### config.mk
export PLATFORM = sky130hd
export DESIGN_NAME = owps_ctrl
export DESIGN_NICKNAME = d
export VERILOG_FILES = /design/src/verilog/owps_pkg.sv /design/src/verilog/owps_cycle.sv /design/src/verilog/owps_ctrl.sv
export SDC_FILE = /design/constraint.sdc
export NUM_CORES = 1
export LEC_CHECK = 0
export BUFFER_PORTS_ARGS = -buffer_cell sky130_fd_sc_hd__buf_4
export CAP_MARGIN = 10
export CORE_MARGIN = 10
export CORE_UTILIZATION = 45
export CTS_CLUSTER_DIAMETER = 200
export DETAILED_ROUTE_END_ITERATION = 8
export PLACE_DENSITY = 0.65
export SLEW_MARGIN = 20
export SYNTH_ARGS = -nofsm -noshare
export SYNTH_HDL_FRONTEND = slang
export SYNTH_HIERARCHICAL = 1
export SYNTH_SLANG_ARGS = --single-unit
### constraint.sdc
create_clock -name i_ref_clk -period 6.99 [get_ports i_ref_clk]
set_input_delay 1.0485 -clock i_ref_clk [delete_from_list [all_inputs] [get_ports i_ref_clk]]
set_output_delay 1.0485 -clock i_ref_clk [all_outputs]
set_load 0.05 [all_outputs]
### src/verilog/owps_pkg.sv
// Constants, register map and carrier types of the protection-register program controller.
// Assumes a single 25 MHz clock and a flash-type memory on an asynchronous parallel bus.
package owps_pkg;

	// Memory command codes
	localparam logic [15:0] OWPS_CMD_PROG_SETUP = 16'h0040;
	localparam logic [15:0] OWPS_CMD_PROT_SETUP = 16'h00C0;
	localparam logic [15:0] OWPS_CMD_READ_ID    = 16'h0090;
	localparam logic [15:0] OWPS_CMD_READ_ARRAY = 16'h00FF;
	localparam logic [15:0] OWPS_CMD_CLR_STATUS = 16'h0050;
	localparam logic [15:0] OWPS_LOCK_USER_DATA = 16'hFFFD;

	// Memory status word fields
	localparam int OWPS_SR_READY    = 7;
	localparam int OWPS_SR_PROG_ERR = 4;
	localparam int OWPS_SR_VPP_ERR  = 3;
	localparam int OWPS_SR_LOCKED   = 1;

	// Protection register word map
	localparam int           OWPS_PROT_SEL_BIT  = 7;
	localparam logic [3:0]   OWPS_PROT_LOCK_IDX = 4'h0;

	// Software register offsets
	localparam logic [7:0] OWPS_REG_CMD      = 8'h00;
	localparam logic [7:0] OWPS_REG_ADDR     = 8'h04;
	localparam logic [7:0] OWPS_REG_WDATA    = 8'h08;
	localparam logic [7:0] OWPS_REG_RDATA    = 8'h0C;
	localparam logic [7:0] OWPS_REG_STATUS   = 8'h10;
	localparam logic [7:0] OWPS_REG_IRQ_STAT = 8'h14;
	localparam logic [7:0] OWPS_REG_IRQ_MASK = 8'h18;

	// Operation codes written to the command register
	localparam logic [2:0] OWPS_OP_PROG       = 3'h1;
	localparam logic [2:0] OWPS_OP_PROT_PROG  = 3'h2;
	localparam logic [2:0] OWPS_OP_LOCK_USER  = 3'h3;
	localparam logic [2:0] OWPS_OP_READ_ARRAY = 3'h4;
	localparam logic [2:0] OWPS_OP_READ_ID    = 3'h5;
	localparam logic [2:0] OWPS_OP_CLR_STATUS = 3'h6;

	// Interrupt status bit positions
	localparam int OWPS_IRQ_DONE     = 0;
	localparam int OWPS_IRQ_PROG_ERR = 1;
	localparam int OWPS_IRQ_VPP_ERR  = 2;
	localparam int OWPS_IRQ_LOCKED   = 3;
	localparam int OWPS_IRQ_TIMEOUT  = 4;
	localparam int OWPS_IRQ_W        = 5;

	// Reset values
	localparam logic [21:0] OWPS_ADDR_RST = 22'h000000;
	localparam logic [15:0] OWPS_DATA_RST = 16'h0000;
	localparam logic [4:0]  OWPS_IRQ_RST  = 5'h00;

	// Bus timing
	localparam int OWPS_T_CLK_NS    = 40;
	localparam int OWPS_T_STROBE_NS = 100;
	localparam int OWPS_STROBE_CYC  = (OWPS_T_STROBE_NS + OWPS_T_CLK_NS - 1) / OWPS_T_CLK_NS;
	localparam logic [3:0] OWPS_STROBE_LAST = 4'(OWPS_STROBE_CYC - 1);

	typedef struct packed {
		logic        wr;
		logic [21:0] addr;
		logic [15:0] data;
	} owps_cyc_req_t;

	// Protection word address with every line above A7 low
	function automatic logic [21:0] owps_prot_addr(input logic [3:0] idx);
		owps_prot_addr = 22'h000000;
		owps_prot_addr[OWPS_PROT_SEL_BIT] = 1'b1;
		owps_prot_addr[3:0] = idx;
	endfunction

endpackage

### src/verilog/owps_cycle.sv
// One asynchronous bus cycle on the memory pins: a write strobe or an output-enable pulse.
// Assumes the memory answers a read within the strobe time and holds no clock.
`timescale 1ns/1ps
module owps_cycle
	import owps_pkg::*;
(
	input  wire logic    i_ref_clk,
	input  wire logic    i_sys_rst,
	input  wire logic    i_start,
	input  owps_cyc_req_t i_req,
	input  wire logic [15:0] i_dq,
	output logic         o_ce_n,
	output logic         o_we_n,
	output logic         o_oe_n,
	output logic         o_dq_oe_n,
	output logic [21:0]  o_addr,
	output logic [15:0]  o_dq,
	output logic         o_done,
	output logic [15:0]  o_rdata
);

	typedef enum logic [1:0] {C_IDLE, C_SETUP, C_STROBE, C_HOLD} owps_cyc_st_t;

	owps_cyc_st_t state_ff;
	logic [3:0]   cnt_ff;
	logic         wr_ff;

	always_ff @(posedge i_ref_clk or posedge i_sys_rst) begin
		if (i_sys_rst) begin
			state_ff <= C_IDLE;
			cnt_ff   <= 4'h0;
			wr_ff    <= 1'b0;
		end else begin
			case (state_ff)
				C_IDLE: begin
					if (i_start) begin
						state_ff <= C_SETUP;
						wr_ff    <= i_req.wr;
					end
				end
				C_SETUP: begin
					state_ff <= C_STROBE;
					cnt_ff   <= OWPS_STROBE_LAST;
				end
				C_STROBE: begin
					if (cnt_ff == 4'h0) begin
						state_ff <= C_HOLD;
					end else begin
						cnt_ff <= cnt_ff - 4'h1;
					end
				end
				C_HOLD:  state_ff <= C_IDLE;
				default: state_ff <= C_IDLE;
			endcase
		end
	end

	// Address and data are set up a cycle before the strobe and held a cycle after it
	always_ff @(posedge i_ref_clk or posedge i_sys_rst) begin
		if (i_sys_rst) begin
			o_ce_n    <= 1'b1;
			o_we_n    <= 1'b1;
			o_oe_n    <= 1'b1;
			o_dq_oe_n <= 1'b1;
			o_addr    <= OWPS_ADDR_RST;
			o_dq      <= OWPS_DATA_RST;
		end else begin
			case (state_ff)
				C_IDLE: begin
					if (i_start) begin
						o_ce_n    <= 1'b0;
						o_addr    <= i_req.addr;
						o_dq      <= i_req.data;
						o_dq_oe_n <= ~i_req.wr;
					end
				end
				C_SETUP: begin
					o_we_n <= ~wr_ff;
					o_oe_n <= wr_ff;
				end
				C_STROBE: begin
					if (cnt_ff == 4'h0) begin
						o_we_n <= 1'b1;
						o_oe_n <= 1'b1;
					end
				end
				C_HOLD: begin
					o_ce_n    <= 1'b1;
					o_dq_oe_n <= 1'b1;
				end
				default: o_ce_n <= 1'b1;
			endcase
		end
	end

	always_ff @(posedge i_ref_clk or posedge i_sys_rst) begin
		if (i_sys_rst) begin
			o_done  <= 1'b0;
			o_rdata <= OWPS_DATA_RST;
		end else begin
			o_done <= (state_ff == C_HOLD);
			if (state_ff == C_STROBE && cnt_ff == 4'h0 && !wr_ff) begin
				o_rdata <= i_dq;
			end
		end
	end

endmodule

### src/verilog/owps_ctrl.sv
// Host controller that programs and reads the memory and its protection register.
// Assumes software on a one-cycle register port and the memory alone on the pins.
`timescale 1ns/1ps
module owps_ctrl
	import owps_pkg::*;
#(
	parameter int POLL_LIMIT = 65535
) (
	input  wire logic        i_ref_clk,
	input  wire logic        i_sys_rst,
	input  wire logic [7:0]  i_addr,
	input  wire logic [31:0] i_wdata,
	input  wire logic        i_wr,
	input  wire logic        i_rd,
	output logic [31:0]      o_rdata,
	output logic             o_irq,
	output logic             o_mem_rst_n,
	output logic             o_mem_ce_n,
	output logic             o_mem_we_n,
	output logic             o_mem_oe_n,
	output logic [21:0]      o_mem_addr,
	output logic [15:0]      o_mem_dq,
	output logic             o_mem_dq_oe_n,
	input  wire logic [15:0] i_mem_dq
);

	typedef enum logic [2:0] {
		M_IDLE, M_CLR, M_SETUP, M_DATA, M_POLL, M_FIN, M_RDCMD, M_RDDATA
	} owps_st_t;

	owps_st_t         state_ff;
	logic [2:0]       op_ff;
	logic [21:0]      addr_ff;
	logic [15:0]      wdata_ff;
	logic [15:0]      result_ff;
	logic [7:0]       sr_ff;
	logic             err_pend_ff;
	logic             issued_ff;
	logic             start_ff;
	owps_cyc_req_t    req_ff;
	owps_cyc_req_t    nxt_req;
	logic [15:0]      poll_cnt_ff;
	logic [OWPS_IRQ_W-1:0] irq_stat_ff;
	logic [OWPS_IRQ_W-1:0] irq_mask_ff;
	logic [OWPS_IRQ_W-1:0] ev;
	logic             cyc_done;
	logic [15:0]      cyc_rdata;
	logic [21:0]      target;
	logic             is_prot;
	logic             cmd_wr;
	logic             poll_end;
	logic             timeout;

	function automatic owps_st_t first_state(input logic [2:0] op);
		case (op)
			OWPS_OP_PROG, OWPS_OP_PROT_PROG, OWPS_OP_LOCK_USER: first_state = M_SETUP;
			OWPS_OP_READ_ARRAY, OWPS_OP_READ_ID:                first_state = M_RDCMD;
			default:                                            first_state = M_IDLE;
		endcase
	endfunction

	assign is_prot  = (op_ff == OWPS_OP_PROT_PROG) || (op_ff == OWPS_OP_LOCK_USER);
	assign cmd_wr   = i_wr && (i_addr == OWPS_REG_CMD) && (state_ff == M_IDLE);
	assign timeout  = (poll_cnt_ff >= 16'(POLL_LIMIT));
	assign poll_end = cyc_done && (state_ff == M_POLL) &&
		(cyc_rdata[OWPS_SR_READY] || timeout);

	always_comb begin
		target = addr_ff;
		if (op_ff == OWPS_OP_LOCK_USER) begin
			target = owps_prot_addr(OWPS_PROT_LOCK_IDX);
		end else if (op_ff == OWPS_OP_PROT_PROG) begin
			target = owps_prot_addr(addr_ff[3:0]);
		end
	end

	always_comb begin
		nxt_req.wr   = 1'b1;
		nxt_req.addr = target;
		nxt_req.data = OWPS_CMD_READ_ARRAY;
		case (state_ff)
			M_CLR:   nxt_req.data = OWPS_CMD_CLR_STATUS;
			M_SETUP: nxt_req.data = is_prot ? OWPS_CMD_PROT_SETUP
			                                : OWPS_CMD_PROG_SETUP;
			M_DATA:  nxt_req.data = (op_ff == OWPS_OP_LOCK_USER) ? OWPS_LOCK_USER_DATA
			                                                     : wdata_ff;
			M_POLL:  nxt_req.wr = 1'b0;
			M_FIN:   nxt_req.data = OWPS_CMD_READ_ARRAY;
			M_RDCMD: nxt_req.data = (op_ff == OWPS_OP_READ_ID) ? OWPS_CMD_READ_ID
			                                                   : OWPS_CMD_READ_ARRAY;
			M_RDDATA: nxt_req.wr = 1'b0;
			default: nxt_req.wr = 1'b1;
		endcase
	end

	// Operation sequencer: one pin cycle per state, repeated in M_POLL until ready or timeout; each issued once and waited for
	always_ff @(posedge i_ref_clk or posedge i_sys_rst) begin
		if (i_sys_rst) begin
			state_ff  <= M_IDLE;
			op_ff     <= 3'h0;
			issued_ff <= 1'b0;
			start_ff  <= 1'b0;
			req_ff    <= '0;
		end else begin
			start_ff <= 1'b0;
			if (state_ff == M_IDLE) begin
				if (cmd_wr) begin
					op_ff <= i_wdata[2:0];
					// A left-over error is cleared before anything else runs
					if (err_pend_ff || i_wdata[2:0] == OWPS_OP_CLR_STATUS) begin
						state_ff <= M_CLR;
					end else begin
						state_ff <= first_state(i_wdata[2:0]);
					end
				end
			end else if (!issued_ff) begin
				issued_ff <= 1'b1;
				start_ff  <= 1'b1;
				req_ff    <= nxt_req;
			end else if (cyc_done) begin
				issued_ff <= 1'b0;
				case (state_ff)
					M_CLR:    state_ff <= first_state(op_ff);
					M_SETUP:  state_ff <= M_DATA;
					M_DATA:   state_ff <= M_POLL;
					// Busy status says nothing about errors, so keep pulsing OE
					M_POLL:   state_ff <= poll_end ? M_FIN : M_POLL;
					M_FIN:    state_ff <= M_IDLE;
					M_RDCMD:  state_ff <= M_RDDATA;
					M_RDDATA: state_ff <= M_IDLE;
					default:  state_ff <= M_IDLE;
				endcase
			end
		end
	end

	always_ff @(posedge i_ref_clk or posedge i_sys_rst) begin
		if (i_sys_rst) begin
			poll_cnt_ff <= 16'h0000;
			sr_ff       <= 8'h00;
			result_ff   <= OWPS_DATA_RST;
		end else begin
			if (state_ff == M_DATA) begin
				poll_cnt_ff <= 16'h0000;
			end else if (cyc_done && state_ff == M_POLL && !timeout) begin
				poll_cnt_ff <= poll_cnt_ff + 16'h0001;
			end
			if (cyc_done && state_ff == M_POLL) begin
				sr_ff <= cyc_rdata[7:0];
			end
			if (cyc_done && state_ff == M_RDDATA) begin
				result_ff <= cyc_rdata;
			end
		end
	end

	// Errors are judged once per operation: status errors from a ready status, a timeout from a busy one
	always_comb begin
		ev = '0;
		ev[OWPS_IRQ_DONE]    = (state_ff != M_IDLE) && cyc_done &&
			(state_ff == M_FIN || state_ff == M_RDDATA ||
			 (state_ff == M_CLR && first_state(op_ff) == M_IDLE));
		if (poll_end && cyc_rdata[OWPS_SR_READY]) begin
			ev[OWPS_IRQ_PROG_ERR] = cyc_rdata[OWPS_SR_PROG_ERR];
			ev[OWPS_IRQ_VPP_ERR]  = cyc_rdata[OWPS_SR_VPP_ERR];
			ev[OWPS_IRQ_LOCKED]   = cyc_rdata[OWPS_SR_LOCKED];
		end
		ev[OWPS_IRQ_TIMEOUT] = poll_end && !cyc_rdata[OWPS_SR_READY];
	end

	always_ff @(posedge i_ref_clk or posedge i_sys_rst) begin
		if (i_sys_rst) begin
			err_pend_ff <= 1'b0;
		end else if (|ev[OWPS_IRQ_TIMEOUT:OWPS_IRQ_PROG_ERR]) begin
			err_pend_ff <= 1'b1;
		end else if (cyc_done && state_ff == M_CLR) begin
			err_pend_ff <= 1'b0;
		end
	end

	always_ff @(posedge i_ref_clk or posedge i_sys_rst) begin
		if (i_sys_rst) begin
			addr_ff     <= OWPS_ADDR_RST;
			wdata_ff    <= OWPS_DATA_RST;
			irq_mask_ff <= OWPS_IRQ_RST;
			irq_stat_ff <= OWPS_IRQ_RST;
		end else begin
			if (i_wr && i_addr == OWPS_REG_ADDR && state_ff == M_IDLE) begin
				addr_ff <= i_wdata[21:0];
			end
			if (i_wr && i_addr == OWPS_REG_WDATA && state_ff == M_IDLE) begin
				wdata_ff <= i_wdata[15:0];
			end
			if (i_wr && i_addr == OWPS_REG_IRQ_MASK) begin
				irq_mask_ff <= i_wdata[OWPS_IRQ_W-1:0];
			end
			// New events win over a write-one-to-clear in the same cycle
			if (i_wr && i_addr == OWPS_REG_IRQ_STAT) begin
				irq_stat_ff <= (irq_stat_ff & ~i_wdata[OWPS_IRQ_W-1:0]) | ev;
			end else begin
				irq_stat_ff <= irq_stat_ff | ev;
			end
		end
	end

	always_ff @(posedge i_ref_clk or posedge i_sys_rst) begin
		if (i_sys_rst) begin
			o_rdata     <= 32'h00000000;
			o_irq       <= 1'b0;
			o_mem_rst_n <= 1'b0;
		end else begin
			o_irq       <= |(irq_stat_ff & irq_mask_ff);
			o_mem_rst_n <= 1'b1;
			o_rdata     <= 32'h00000000;
			if (i_rd) begin
				case (i_addr)
					OWPS_REG_CMD:      o_rdata <= {29'h0, op_ff};
					OWPS_REG_ADDR:     o_rdata <= {10'h0, addr_ff};
					OWPS_REG_WDATA:    o_rdata <= {16'h0, wdata_ff};
					OWPS_REG_RDATA:    o_rdata <= {16'h0, result_ff};
					OWPS_REG_STATUS:   o_rdata <= {16'h0, sr_ff, 6'h0, err_pend_ff,
						state_ff != M_IDLE};
					OWPS_REG_IRQ_STAT: o_rdata <= {27'h0, irq_stat_ff};
					OWPS_REG_IRQ_MASK: o_rdata <= {27'h0, irq_mask_ff};
					default:           o_rdata <= 32'h00000000;
				endcase
			end
		end
	end

	owps_cycle u_cycle (
		.i_ref_clk (i_ref_clk),
		.i_sys_rst (i_sys_rst),
		.i_start   (start_ff),
		.i_req     (req_ff),
		.i_dq      (i_mem_dq),
		.o_ce_n    (o_mem_ce_n),
		.o_we_n    (o_mem_we_n),
		.o_oe_n    (o_mem_oe_n),
		.o_dq_oe_n (o_mem_dq_oe_n),
		.o_addr    (o_mem_addr),
		.o_dq      (o_mem_dq),
		.o_done    (cyc_done),
		.o_rdata   (cyc_rdata)
	);

endmodule

* Word level (Yosys, flattened, before mapping)
Cells that the tools add are included.
** Word-level totals
- Logic and storage cells :: 167
- Register bits after elaboration :: 236
** Operators by class
- $lt $le $gt $ge :: 1
- Eq/ne operators :: 31
- Bitwise logic cells :: 9
- Add/subtract/negate cells :: 2
- Muxes and demuxes :: 40
- Reduce and logical (&&, ||, !) cells :: 55
** Operators by type and width (count)
- $pmux W22 S7 :: 1
- $mux W22 :: 3
- $pmux W16 S4 :: 1
- $mux W16 :: 3
- $eq A3 B3 Y1 const B :: 9
- $eq A8 B5 Y1 const B :: 3
- $logic_and A1 B1 Y1 :: 20
- $eq A3 B2 Y1 const B :: 6
- $mux W3 :: 6
- $add A16 B1 Y16 const B :: 1
- $eq A8 B4 Y1 const B :: 2
- $ge A16 B16 Y1 const B :: 1
- $pmux W3 S5 :: 1
- $reduce_and A2 Y1 :: 7
- $pmux W3 S2 :: 2
- $reduce_bool A2 Y1 :: 6
- $mux W1 :: 11
- $and A5 B5 Y5 :: 2
- $or A5 B5 Y5 :: 2
- $eq A3 B1 Y1 const B :: 3
- $eq A8 B3 Y1 const B :: 1
- $logic_not A8 Y1 :: 1
- $mux W8 :: 1
- $pmux W1 S2 :: 4
- 24 further kinds :: 41

* Depth between registers and ports, before layout
- Depth after elaboration :: 9
- Depth in mapped cells :: 7
- Mapped depth without buffers :: 5

* Cells and area by module
Netlist, hierarchy kept.
** Modules (own cells, without submodules)
- owps_ctrl :: times used 1, cells each 669, area an instance 7231.9 sq um, seq. area each 4003.8 sq um
- owps_cycle :: times used 1, cells each 177, area an instance 2698.8 sq um, seq. area each 1656.6 sq um

* Least setup slack after synthesis
Ideal clock, no wire load.
- Path kind :: input to register
- Start point :: in i_addr[5]
- End point :: reg wdata_ff[0]
- Required time :: 6.865 ns
- Setup time :: 0.125 ns
- Path buffers :: 1
- Slack :: 4.440 ns
- Stages on the path :: 5
- Data arrival time :: 2.425 ns
- Path through :: or4_4 -> nor2_4 -> nand4_4 -> buf_6 -> mux2_4
** On the way
- Longest elaborated chain between the ends :: 3
** Ends and longest elaborated chain
- start, declared :: line owps_ctrl.sv:11 : input wire logic [7:0] i_addr,
- $eq A8 B4 Y1 :: line owps_ctrl.sv:191 : if (i_wr && i_addr == OWPS_REG_WDATA && state_ff == M_IDLE) begin
- $logic_and A1 B1 Y1 (2 in series) :: line owps_ctrl.sv:191
- end signal, assigned :: line owps_ctrl.sv:192 : wdata_ff <= i_wdata[15:0];
- end, declared :: line owps_ctrl.sv:34 : logic [15:0] wdata_ff;
No other way between the ends.
A chain may end at the register's enable or synchronous reset.

* Final worst setup path
- Start point :: in i_addr[4]
- End point :: reg addr_ff[14]
** On the way
- Longest elaborated chain between the ends :: 3
** Ends and longest elaborated chain
- $eq A8 B3 Y1 :: line owps_ctrl.sv:188 : if (i_wr && i_addr == OWPS_REG_ADDR && state_ff == M_IDLE) begin
- $logic_and A1 B1 Y1 (2 in series) :: line owps_ctrl.sv:188
- end signal, assigned :: line owps_ctrl.sv:189 : addr_ff <= i_wdata[21:0];
- end, declared :: line owps_ctrl.sv:33 : logic [21:0] addr_ff;
No other way between the ends.

==> flow_summary.json <==
{
  "status": "complete, no violations",
  "grt_pass1_wl_microns": 37290,
  "final_common_cell": "dfrtp_1",
  "ys_seq_area_share_pct": 57.00,
  "nets": 1012,
  "fp.coreArea_sq_um": 21760,
  "grt_pass1_vias": 6560,
  "cts_root_buffer": "clkbuf_16",
  "worst_setup_path_end_kind": "flop",
  "place_ws_ns": 2.936,
  "fin_util_pct": 54.41,
  "critPathSlowestCell": "nor4_1",
  "syn_area_per_cell_sq_um": 11.74,
  "area_growth_pct": 19.20,
  "layout_min_cycle_time_ns": 3.146,
  "final-instance-count-excl-fill": 1241,
  "cts_max_level": 1,
  "yosysWarningCount": 6,
  "mostFrequentLayoutCells": "dfrtp_1, nand2_1, buf_4",
  "netlist_area_sq_um": 9931,
  "setup_tns_ns": 0,
  "routed_wirelength_microns": 23370,
  "wl_per_cell_microns": 18.83,
  "yosysTopAreaCellShare_pct": 55.94,
  "synthArstFlopShare_pct": 100.0,
  "slew_violations": 0,
  "placed_cell_area_sq_um": 10930,
  "synth_top_flop_cell": "dfrtp_1",
  "synth_edf_count": 0,
  "synth.distinct_cells": 65,
  "drt_iter0_drc": 473,
  "clk_path_buf_depth": 3,
  "clock_skew_ns": 0.01254,
  "postCtsSetupBuffers": 0,
  "rows": 54,
  "hold_path.class": "flop to flop",
  "worstMarginPinSlew_ns": 0.9748,
  "portBuffers": 115,
  "hold_buffers": 0,
  "timing.fmax_ghz": 0.3178,
  "ant_nets": 0,
  "maxCapViolCount": 0,
  "grt_overflow_total": 0,
  "n_fill_cell": 1881,
  "drive_above_1_share_pct": 31.01,
  "start_kind": "primary input",
  "synth_top_area_cell": "dfrtp_1",
  "clock-sinks": 226,
  "rsz0062_at_grt": "no",
  "diodes": 0,
  "syn_inst": 846,
  "crit_chain": "buf_4, nor4_1, and3_1, nand3_2, mux2_1",
  "setup_viol": 0,
  "slew_headroom_pct": 35.01,
  "p_per_area_nw_per_um2": 295.1,
  "dp_hpwl_microns": 16670,
  "die_area_sq_um": 28410,
  "cts_buffers": 24,
  "period_share_pct": 45.01,
  "fp.dieH_microns": 168.6,
  "synthTopCellsByArea": "dfrtp_1, mux2_2, nand2_1, mux2_4, nand3_1",
  "max-vdd-ir-drop_v": 0.0001643,
  "total_leakage_power_nw": 5.680,
  "clk_pin_slew_ns": 0.06,
  "grt_max_degree": 107,
  "cts_resized": 0,
  "max_stage_delay_ns": 0.62,
  "ys_ff_latch": 226,
  "worstSetupPathType": "primary input to flop",
  "drtPass1Iterations": 5,
  "setup_slack_ns": 3.844,
  "drc": 0,
  "grtUsageTotal_pct": 15.96,
  "required_ns": 7.39,
  "cts_tree": "yes",
  "whs_ns": 0.4640,
  "crit_arrival_ns": 3.55,
  "hold_violations": 0,
  "final_area_sq_um": 11840,
  "num_vias": 6693,
  "p_total_mw": 3.493,
  "worst-path-max-fanout": 22,
  "die_width_microns": 168.6,
  "clock_latency_ns": 0.52,
  "placed_cells": 1198,
  "gp_congestion": 0.9066,
  "antenna_found_initial": 0,
  "num_io_pins": 136,
  "detail_route.vias_per_cell": 5.393,
  "start_util_pct": 45.65
}
-- critical path, delay by kind of cell --
| kind | cells | cell delay, ns |
|---|---|---|
| buf+inv | 1 | 0.18 |
| mux | 1 | 0.50 |
| simple gates | 3 | 1.81 |
-- power by group --
part / internal [mW] / switching [mW] / total, mW / leakage (nW)
logic: 0.226 / 0.265 / 0.491 / 2.27
registers: 1.45 / 0.141 / 1.59 / 2.97
clock network: 0.910 / 0.502 / 1.41 / 0.442
total: 2.58 / 0.908 / 3.49 / 5.68
-- cells by family after synthesis --
| logic type | count (synthesis) | share of synthesized area [%] |
|---|---|---|
| buffers and inverters | 69 | 3.414 |
| adder cells (fa/ha/maj) | 8 | 1.008 |
| flip-flops | 226 | 57.00 |
| XOR/XNOR | 1 | 0.08821 |
| other | 2 | 0.07562 |
| AND/OR/NAND/NOR | 290 | 14.41 |
| multiplexers | 131 | 15.61 |
| AO/OA/AOI/OAI | 119 | 8.391 |
-- flip-flops by register name, summed over array words and instances (netlist names), 3 cells and up --
name             cells
result_ff           16
op_ff                3
poll_cnt_ff         16
wdata_ff            16
u_cycle/o_dq        16
u_cycle/o_addr      22
state_ff             3
o_rdata             22
req_ff              39
irq_mask_ff          5
addr_ff             22
sr_ff                8
u_cycle/cnt_ff       4
u_cycle/o_rdata     16
irq_stat_ff          5
-- synth_stat cells (6+ instances only) --
library cell  count
ha_1              8
a22oi_1           6
a22o_1           14
buf_1             8
o21ai_0          29
dfrtp_1         222
nand2_1         126
nand3_1          41
inv_1            12
mux2_2          100
clkbuf_1         29
nand4_1           9
mux2i_1           9
buf_4            11
and3_1           12
nor2b_1          12
buf_2             6
a222oi_1          9
mux2_4           20
a21oi_1          23
nor2_1           42
-- path summary, 6_finish.rpt --
check,from,to,slack [ns],cells after the start
max,i_addr[4],addr_ff[14]$_DFFE_PP0P_,3.84,5
min,req_ff[13]$_DFFE_PP0P_,req_ff[13]$_DFFE_PP0P_,0.46,2
min reg2reg,req_ff[13]$_DFFE_PP0P_,req_ff[13]$_DFFE_PP0P_,0.46,2
max in group asynchronous,i_sys_rst,result_ff[7]$_DFFE_PP0P_,4.90,3
min in group asynchronous,i_sys_rst,poll_cnt_ff[9]$_DFFE_PP0P_,0.75,2
max reg2reg,state_ff[2]$_DFFE_PP0P_,poll_cnt_ff[14]$_DFFE_PP0P_,4.51,4
-- metal layers --
layer | vias up | track usage [%] | share of wire, %
met1 | 3288 | 23.64 | 48
met2 | 179 | 23.22 | 44
met5 | - | 0 | 0
met3 | 31 | 3.289 | 6.2
li1 | 3195 | - | -
met4 | 0 | 4.126 | 2.0
-- layout make-up --
cell class,instances,area (sq um),area share [%]
flip-flops and latches,226,5660,47.82
clock inverters,7,163.9,1.385
well taps,280,350.3,2.960
multi-input cells,560,3975,33.58
inverters,12,50.05,0.4228
repair buffers,120,900.9,7.610
clock buffers,36,737.0,6.226
Power figures use the tool's default switching activity.
